### src/aofd_consts.vh
// Purpose: Constants for the amplifier offset and fault diagnostic control
// Assumes: 200 MHz clock, times in microseconds
// Notes:   Bit positions refer to the control and diagnostic bytes
`ifndef AOFD_CONSTS_VH
`define AOFD_CONSTS_VH

`define AOFD_CLK_MHZ          200
`define AOFD_SSR_MUTE_US      40000
`define AOFD_SSR_MUTE_CYC     ((`AOFD_SSR_MUTE_US * `AOFD_CLK_MHZ) - 1)
`define AOFD_SILENT_US        100000
`define AOFD_SILENT_CYC       (`AOFD_SILENT_US * `AOFD_CLK_MHZ)
`define AOFD_FAST_MUTE_US     1
`define AOFD_FAST_MUTE_CYC    (`AOFD_FAST_MUTE_US * `AOFD_CLK_MHZ)
`define AOFD_CNT_W            25

`define AOFD_CB1_OFFSET_EN    5
`define AOFD_CB1_DIAG_EN      6
`define AOFD_CB2_SSR_EN       0
`define AOFD_CB2_STBY_OFF     4
`define AOFD_CB2_FAST_MUTE    5
`define AOFD_DB2_SSR_SHUT     6
`define AOFD_DB_OFFSET        5
`define AOFD_RESET_BYTE       8'h00

// Per-channel fault code: bit0 gnd, bit1 supply, bit2 across, bit3 open
`define AOFD_F_GND            0
`define AOFD_F_VS             1
`define AOFD_F_ACROSS         2
`define AOFD_F_OPEN           3

`endif

### src/aofd_sync.v
// Purpose: Two flip-flop synchroniser for a vector of pin inputs
// Assumes: Inputs are asynchronous levels
// Notes:   First stage is read only by the second stage
`timescale 1ns/1ps
module aofd_sync #(
  parameter W = 1
) (
  input  wire         clk,
  input  wire         rst,
  input  wire [W-1:0] d,
  output reg  [W-1:0] q
);
  reg [W-1:0] meta_reg;

  // Two stages to settle metastability
  always @(posedge clk or posedge rst) begin
    if (rst) begin
      meta_reg <= {W{1'b0}};
      q        <= {W{1'b0}};
    end else begin
      meta_reg <= d;
      q        <= meta_reg;
    end
  end
endmodule // aofd_sync

### src/aofd_chan.v
// Purpose: One channel fault qualifier over a diagnostic cycle
// Assumes: Fault inputs already synchronised
// Notes:   A fault counts only if seen on every cycle of the period
`timescale 1ns/1ps
`include "aofd_consts.vh"
module aofd_chan (
  input  wire       clk,
  input  wire       rst,
  input  wire       read_pulse,
  input  wire       perm_mode,
  input  wire [3:0] fault_raw,
  input  wire       offset_raw,
  input  wire       overload,
  input  wire       offset_en,
  output reg  [3:0] fault_rep,
  output reg        offset_rep
);
  reg  [3:0] stable_reg;
  reg        off_stable_reg;
  reg        ovl_seen_reg;
  reg  [3:0] masked;

  // Pair priority: a short to either rail hides across and open faults
  always @* begin
    masked = stable_reg;
    if (stable_reg[`AOFD_F_GND] | stable_reg[`AOFD_F_VS]) begin
      masked[`AOFD_F_ACROSS] = 1'b0;
      masked[`AOFD_F_OPEN]   = 1'b0;
    end
    if (perm_mode) begin
      masked[`AOFD_F_OPEN] = 1'b0;
    end
  end

  // Period accumulators re-arm on every read; report holds last period
  always @(posedge clk or posedge rst) begin
    if (rst) begin
      stable_reg     <= 4'hF;
      off_stable_reg <= 1'b1;
      ovl_seen_reg   <= 1'b0;
      fault_rep      <= 4'h0;
      offset_rep     <= 1'b0;
    end else if (read_pulse) begin
      fault_rep      <= masked;
      offset_rep     <= off_stable_reg & ~ovl_seen_reg & offset_en;
      stable_reg     <= 4'hF;
      off_stable_reg <= 1'b1;
      ovl_seen_reg   <= 1'b0;
    end else begin
      stable_reg     <= stable_reg & fault_raw;
      off_stable_reg <= off_stable_reg & offset_raw;
      ovl_seen_reg   <= ovl_seen_reg | overload;
    end
  end
endmodule // aofd_chan

### src/aofd_ctrl.v
// Purpose: Speaker safety, offset window and fault reporting control
// Assumes: Host bytes arrive as strobes from the serial bus logic
// Notes:   Standby (pin or command) acts as the functional reset
//
// How it works
// - Offset above 2 V at start mutes within 40 ms
// - Control byte two bit 0 enables safety routine
// - Play checks all channels; clean offset stays active
// - Safety shutdown shows in diag byte two bit 6
// - Standby pin or command clears shutdown and resets
// - Offset window opens at last read or reset
// - Offset flagged only if present whole window
// - Overload in window suppresses offset flag
// - Multiple faults reported over successive read cycles
// - Rail shorts mask across and open faults
// - Permanent diagnostics ignore open loads
// - Fault reported only if stable whole period
// - Every diagnostic cycle re-arms after each read
// - Read data come from previous completed cycle
// - Fast mute bit gives mute under 1.5 ms
// - Three thermal warnings in the diagnostic data
// - Control byte two bit 4 low selects standby
`timescale 1ns/1ps
`include "aofd_consts.vh"
module aofd_ctrl (
  input  wire        clk,
  input  wire        rst,
  input  wire        standby_pin_n,
  input  wire [7:0]  control_byte_one,
  input  wire        cb1_wr,
  input  wire [7:0]  control_byte_two,
  input  wire        cb2_wr,
  input  wire        diag_read,
  input  wire [15:0] fault_pins,
  input  wire [3:0]  offset_pins,
  input  wire [3:0]  overload_pins,
  input  wire [2:0]  thermal_pins,
  output reg         amp_enable,
  output reg         mute_out,
  output reg         fast_mute_out,
  output reg         audio_ready,
  output reg  [7:0]  diag_byte_one,
  output reg  [7:0]  diag_byte_two,
  output reg  [7:0]  diag_byte_three,
  output reg  [7:0]  diag_byte_four
);
  localparam ST_STBY  = 5'b00001;
  localparam ST_MUTED = 5'b00010;
  localparam ST_CHECK = 5'b00100;
  localparam ST_PLAY  = 5'b01000;
  localparam ST_SHUT  = 5'b10000;

  reg  [4:0]  state_reg;
  reg  [4:0]  state_next;
  reg  [7:0]  cb1_reg;
  reg  [7:0]  cb2_reg;
  reg  [`AOFD_CNT_W-1:0] cnt_reg;
  reg  [`AOFD_CNT_W-1:0] cnt_next;
  reg         checked_reg;
  reg         ssr_shut_reg;
  reg         perm_reg;
  reg  [2:0]  therm_reg;
  reg         perm_rep_reg;
  reg         mute_req_reg;
  reg  [`AOFD_CNT_W-1:0] mcnt_reg;

  wire [15:0] fault_s;
  wire [3:0]  offset_s;
  wire [3:0]  ovl_s;
  wire [2:0]  therm_s;
  wire        stby_pin_s;
  wire [15:0] fault_rep;
  wire [3:0]  offset_rep;
  wire        standby;
  wire        play_cmd;
  wire        mute_cmd;
  wire        any_offset;
  wire        ssr_on;
  wire        mute_done;

  // All pin inputs are asynchronous to clk
  aofd_sync #(.W(28)) u_sync (
    .clk (clk),
    .rst (rst),
    .d   ({standby_pin_n, thermal_pins, overload_pins, offset_pins,
           fault_pins}),
    .q   ({stby_pin_s, therm_s, ovl_s, offset_s, fault_s})
  );

  // Standby from pin or bit 4 of control byte two
  assign standby    = ~stby_pin_s | ~cb2_reg[`AOFD_CB2_STBY_OFF];
  assign play_cmd   = cb1_wr & (control_byte_one[1] | control_byte_one[2]);
  // A write with both unmute bits low asks for mute
  assign mute_cmd   = cb1_wr & ~(control_byte_one[1] | control_byte_one[2]);
  assign any_offset = |offset_s;
  assign ssr_on     = cb2_reg[`AOFD_CB2_SSR_EN];

  // Control byte storage; reset value keeps the amplifier in standby
  always @(posedge clk or posedge rst) begin
    if (rst) begin
      cb1_reg <= `AOFD_RESET_BYTE;
      cb2_reg <= `AOFD_RESET_BYTE;
    end else begin
      if (cb1_wr) begin
        cb1_reg <= control_byte_one;
      end
      if (cb2_wr) begin
        cb2_reg <= control_byte_two;
      end
    end
  end

  // Per-channel qualification; a read also rolls the report forward
  genvar g;
  generate
    for (g = 0; g < 4; g = g + 1) begin : g_ch
      aofd_chan u_chan (
        .clk        (clk),
        .rst        (rst),
        .read_pulse (diag_read),
        .perm_mode  (perm_reg),
        .fault_raw  (fault_s[4*g+3:4*g]),
        .offset_raw (offset_s[g]),
        .overload   (ovl_s[g]),
        .offset_en  (cb1_reg[`AOFD_CB1_OFFSET_EN]),
        .fault_rep  (fault_rep[4*g+3:4*g]),
        .offset_rep (offset_rep[g])
      );
    end
  endgenerate

  // Start-up safety sequence state machine
  always @* begin
    state_next = state_reg;
    cnt_next   = cnt_reg;
    case (state_reg)
      ST_STBY: begin
        cnt_next = {`AOFD_CNT_W{1'b0}};
        if (!standby) begin
          state_next = ST_MUTED;
        end
      end
      ST_MUTED: begin
        if (play_cmd) begin
          cnt_next = {`AOFD_CNT_W{1'b0}};
          if (ssr_on && !checked_reg) begin
            state_next = ST_CHECK;
          end else begin
            state_next = ST_PLAY;
          end
        end
      end
      ST_CHECK: begin
        cnt_next = cnt_reg + 1'b1;
        if (any_offset) begin
          state_next = ST_SHUT;
        end else if (cnt_reg == `AOFD_SSR_MUTE_CYC) begin
          state_next = ST_PLAY;
          cnt_next   = {`AOFD_CNT_W{1'b0}};
        end
      end
      ST_PLAY: begin
        // Muting returns to the muted state; the start check stays done
        if (mute_cmd) begin
          state_next = ST_MUTED;
        end else if (cnt_reg != `AOFD_SILENT_CYC) begin
          cnt_next = cnt_reg + 1'b1;
        end
      end
      ST_SHUT: begin
        cnt_next = cnt_reg;
      end
      default: begin
        state_next = ST_STBY;
        cnt_next   = {`AOFD_CNT_W{1'b0}};
      end
    endcase
    if (standby) begin
      state_next = ST_STBY;
    end
  end

  // Sequence registers; shutdown flag persists until standby
  always @(posedge clk or posedge rst) begin
    if (rst) begin
      state_reg    <= ST_STBY;
      cnt_reg      <= {`AOFD_CNT_W{1'b0}};
      checked_reg  <= 1'b0;
      ssr_shut_reg <= 1'b0;
    end else begin
      state_reg <= state_next;
      cnt_reg   <= cnt_next;
      if (standby) begin
        checked_reg  <= 1'b0;
        ssr_shut_reg <= 1'b0;
      end else begin
        if (state_reg == ST_CHECK) begin
          checked_reg <= 1'b1;
        end
        if (state_next == ST_SHUT) begin
          ssr_shut_reg <= 1'b1;
        end
      end
    end
  end

  // Permanent mode after the first read past turn-on; thermal registered every cycle
  always @(posedge clk or posedge rst) begin
    if (rst) begin
      perm_reg     <= 1'b0;
      perm_rep_reg <= 1'b0;
      therm_reg    <= 3'h0;
    end else begin
      // Mode bit travels with the report it describes, so turn-on
      // data that still shows an open load is not marked permanent
      if (diag_read) begin
        perm_rep_reg <= perm_reg;
      end
      if (standby) begin
        perm_reg <= 1'b0;
      end else if (diag_read && state_reg == ST_PLAY) begin
        perm_reg <= 1'b1;
      end
      therm_reg <= therm_s;
    end
  end

  // Mute ramp timer; it stops at the short fast mute count in every mode
  assign mute_done = (mcnt_reg == `AOFD_FAST_MUTE_CYC);
  always @(posedge clk or posedge rst) begin
    if (rst) begin
      mute_req_reg <= 1'b1;
      mcnt_reg     <= {`AOFD_CNT_W{1'b0}};
    end else begin
      mute_req_reg <= (state_next != ST_PLAY);
      if (state_next == ST_PLAY) begin
        mcnt_reg <= {`AOFD_CNT_W{1'b0}};
      end else if (!mute_done) begin
        mcnt_reg <= mcnt_reg + 1'b1;
      end
    end
  end

  // Outputs, all registered
  always @(posedge clk or posedge rst) begin
    if (rst) begin
      amp_enable      <= 1'b0;
      mute_out        <= 1'b1;
      fast_mute_out   <= 1'b0;
      audio_ready     <= 1'b0;
      diag_byte_one   <= 8'h00;
      diag_byte_two   <= 8'h00;
      diag_byte_three <= 8'h00;
      diag_byte_four  <= 8'h00;
    end else begin
      amp_enable    <= (state_next != ST_STBY) && (state_next != ST_SHUT);
      mute_out      <= mute_req_reg;
      // Fast mute: the ramp is declared finished under 1.5 ms
      fast_mute_out <= mute_req_reg & cb2_reg[`AOFD_CB2_FAST_MUTE] &
                       ~mute_done;
      audio_ready   <= (state_reg == ST_PLAY) &&
                       (cnt_reg == `AOFD_SILENT_CYC);
      // Each channel byte holds its faults; one read per cycle rolls on
      diag_byte_one   <= {therm_reg[0], perm_rep_reg, offset_rep[0], 1'b0,
                          fault_rep[3:0]};
      diag_byte_two   <= {therm_reg[1], ssr_shut_reg, offset_rep[1],
                          1'b0, fault_rep[7:4]};
      diag_byte_three <= {therm_reg[2], 1'b0, offset_rep[2], 1'b0,
                          fault_rep[11:8]};
      diag_byte_four  <= {1'b0, 1'b0, offset_rep[3], 1'b0,
                          fault_rep[15:12]};
    end
  end
endmodule // aofd_ctrl

### config.mk
export PLATFORM = sky130hd
export DESIGN_NAME = aofd_ctrl
export DESIGN_NICKNAME = d
export VERILOG_FILES = /design/src/aofd_sync.v /design/src/aofd_chan.v /design/src/aofd_ctrl.v
export VERILOG_INCLUDE_DIRS = /design/src
export SDC_FILE = /design/constraint.sdc
export NUM_CORES = 1
export LEC_CHECK = 0
export ABC_CLOCK_PERIOD_IN_PS = 10800
export BUFFER_PORTS_ARGS = -buffer_cell sky130_fd_sc_hd__buf_4
export CAP_MARGIN = 25
export CORE_MARGIN = 5
export CORE_UTILIZATION = 35
export DETAILED_ROUTE_END_ITERATION = 8
export GPL_TIMING_DRIVEN = 0
export HOLD_SLACK_MARGIN = 0.12
export PLACE_DENSITY = 0.62
export SLEW_MARGIN = 20
export SYNTH_ARGS = -nofsm -noshare
export SYNTH_HDL_FRONTEND = slang
export SYNTH_SLANG_ARGS = --single-unit
### constraint.sdc
create_clock -name clk -period 10.8 [get_ports clk]
set_input_delay 0.54 -clock clk [delete_from_list [all_inputs] [get_ports clk]]
set_output_delay 0.54 -clock clk [all_outputs]
set_load 0.01 [all_outputs]
==> results by group <==
Run status
  • Status: completed

Routing
  • Total wire length: 14380 microns
  • Iteration-0 DRC Markers: 312
  • Post-DR wirelength/cell: 14.56 microns
  • First-pass DRT Iterations: 5
  • # DRC: 0
  • Via count: 4778
  • Via density: 4.836
  • Antenna viol nets, final: 0

Power
  • Leak pwr: 3.873 nW
  • Switch share: 24.27%
  • Peak VDD IR: 100.7 uV
  • Total design power: 1.584 mW
  • Psw: 384.4 uW
  • Power Dens Cells: 176.4 nW/um^2
  • Sequential Power Share: 51.6%
  • Comb power frac: 7.7%
  • Clk network pwr share: 40.8%
  • Pint: 1.199 mW

Critical path
  • CP Data Arrival Time: 3310 ps
  • WP depth: 6
  • Crit start category: flip-flop
  • CP Cell Sequence: nor4_1 > or4b_1 > or3_4 > a211oi_4 > buf_6 > nor2_1
  • Reg2reg start: u_sync.q[17]$_DFF_PP0_
  • Worst Path Buf+Inv: 1
  • Critical path fanouts, max: 10
  • CP Capture Type: flip-flop
  • Critical Path End: mcnt_reg[14]$_DFFE_PP0P_
  • Crit path max-delay cell type: nor4_1
  • Setup crit start: u_sync.q[17]$_DFF_PP0_
  • Crit-path max cell delay: 780 ps
  • Top delay family on crit path: simple AND/OR/NAND/NOR gates
  • Reg-to-reg endpoint: mcnt_reg[14]$_DFFE_PP0P_
  • CP Class: reg2reg
  • Required time of the worst setup path: 11120 ps
  • Worst R2R Setup Slack: 7810 ps
  • Worst R2R Path Depth: 6

Timing
  • Worst slew pin tran: 906.5 ps
  • Final Max Tran Viols: 0
  • # setup viols final: 0
  • RSZ-0062 raised after global routing: false
  • Min Hold Slack: 208.8 ps
  • Setup_tns: 0 ps
  • Rel. slew slack: 39.07%
  • Final Worst Setup Slack: 7808 ps
  • Final Skew: 9.346 ps
  • Tcrit/Tclk final: 27.70%
  • Min Tclk post-route: 2992 ps
  • Maximum clock rate: 0.3342 GHz
  • Hold Fails Final Rpt: 0

Cells and area
  • # nets final: 753
  • Layout cells sized above 1: 22.86%
  • Finished Layout Cells: 988
  • Antenna fix cells: 0
  • Area grow syn2layout: 20.22%
  • Post-layout util: 42.71%
  • Final instance area: 8977 sq um

Yosys
  • Share of the synthesized area in the top cell type: 57.98%
  • Synth warnings: 0
  • Top-count cell post-synth: dfrtp_1
  • Top_reg_cell synth: dfrtp_1
  • EDFF count, synth: 0
  • Yosys reg bits: 196
  • Post-synth ARST share: 100.0%
  • Seq/Total Area, Yosys: 66.07%
  • Yosys top cell by area: dfrtp_1
  • Synth cell types: 61
  • Mapped Avg Cell Area: 12.28 sq um
  • Area contributors post-synth: dfrtp_1, dfstp_2, nor2_1, xnor2_1, a21o_1
  • Netlist Area Pre-Place: 7467 sq um
  • Top cells by count, synth: dfrtp_1, nor2_1, inv_1
  • Cells after Synth: 608

Clocking
  • CTS Buf Count: 17
  • Clock slew at reported path FFs: 70 ps
  • Longest Clk Path Bufs: 2
  • Cts hold-fix bufs: 0
  • Post_cts resized: 0
  • H-tree depth: 4
  • Root Buffer Master: clkbuf_16
  • Worst skew pair latency: 430 ps
  • Setup Buffers After CTS: 0
  • Clk sinks: 196
  • CTS tree: built

Floorplanning
  • Initial Util: 35.52%
  • Site Rows: 53
  • Io pins: 85
  • Core Region: 21020 sq um
  • DIE HEIGHT: 156.1 microns
  • Chip width: 156.1 microns
  • Die ar.: 24360 sq um

Global routing
  • Vias in the first global route: 4789
  • Met1 Use GR: 16.76%
  • GR Layer Usage met2: 19.42%
  • Gr ovfl total: 0
  • Largest net degree at the start of global routing: 101
  • GR peak layer: met2
  • GRT Overall Usage: 12.34%
  • First-pass GRT wire length: 24250 microns
  • GR Util met3: 2.968%
  • Initial antenna violation count: 0

Placed design
  • Post-Place Worst Slack: 7840 ps
  • GPL Wtd Cong: 0.8233
  • Hpwl dp: 9767 microns
  • Port Buffers: 66
  • DP Area: 8364 sq um
  • # placed instances: 956

Run
  • Max Cap Viol: 0

Worst hold path
  • Tightest Hold Check Type: in2async
## logic make-up after synthesis
kind of cell / count (synthesis) / synth area share (%)
buffers and inverters: 56 / 3.602
and+or+nand+nor: 215 / 16.00
adders and majority gates: 4 / 0.6703
DFF: 196 / 66.07
muxes: 14 / 2.095
AOI/OAI and AO/OA: 95 / 8.345
other: 1 / 0.05022
xor gates and xnor gates: 27 / 3.167
## worst min path at each step
stage | from | cells past startpoint | slack (ps) | end
2_1_floorplan | therm_reg[0]$_DFF_PP0_ | 0 | 330 | diag_byte_one[7]$_DFF_PP0_
3_3_place_gp | u_sync.meta_reg[23]$_DFF_PP0_ | 0 | 330 | u_sync.q[23]$_DFF_PP0_
3_5_place_dp | therm_reg[2]$_DFF_PP0_ | 0 | 330 | diag_byte_three[7]$_DFF_PP0_
4_1_cts | fault_pins[0] | 1 | 190 | u_sync.meta_reg[0]$_DFF_PP0_
5_1_grt | fault_pins[1] | 1 | 190 | u_sync.meta_reg[1]$_DFF_PP0_
6_report | rst | 2 | 210 | u_sync.meta_reg[9]$_DFF_PP0_
## power groups by stage
stage / logic, mW / registers [mW] / clock network (mW)
2_1_floorplan: 0.0786 / 0.826 / 0
3_3_place_gp: 0.120 / 0.830 / 0
3_5_place_dp: 0.125 / 0.831 / 0
4_1_cts: 0.125 / 0.817 / 0.664
5_1_grt: 0.137 / 0.822 / 0.694
6_report: 0.122 / 0.817 / 0.645
## area by class of cell
class	instances	area (sq um)
Buffer	25	152.6
Clock buffer	20	446.7
Clock inverter	12	166.4
Fill cell	1951	12040
Inverter	31	123.9
Multi-Input combinational cell	362	2287
Sequential cell	196	4933
Tap cell	275	344.1
Timing Repair Buffer	67	523.0
## routing by layer
metal,wire length (microns),vias up
li1,-,2306
met5,0,-
met4,239,0
met1,6519,2368
met2,7090,86
met3,534,18
## cells in the final DEF, fill, tap and decap left out, drive strengths merged, types with 15 or more instances in the layout
master	count
dfrtp	173
buf	81
nor2	58
inv	35
clkbuf	31
nand3	26
nand2	26
a21oi	23
dfstp	23
a21o	21
o21ai	20
xnor2	20
nor3	16
nand4	15
## worst reg2reg max path: cells and delay by family, from the launching register on
| family | cells | cell delay [ps] |
|---|---|---|
| buffers and inverters | 1 | 220 |
| AND/OR/NAND/NOR | 4 | 1770 |
| flip-flops | 1 | 380 |
| AO/OA/AOI/OAI | 1 | 510 |
(Power assumes the default switching activity.)
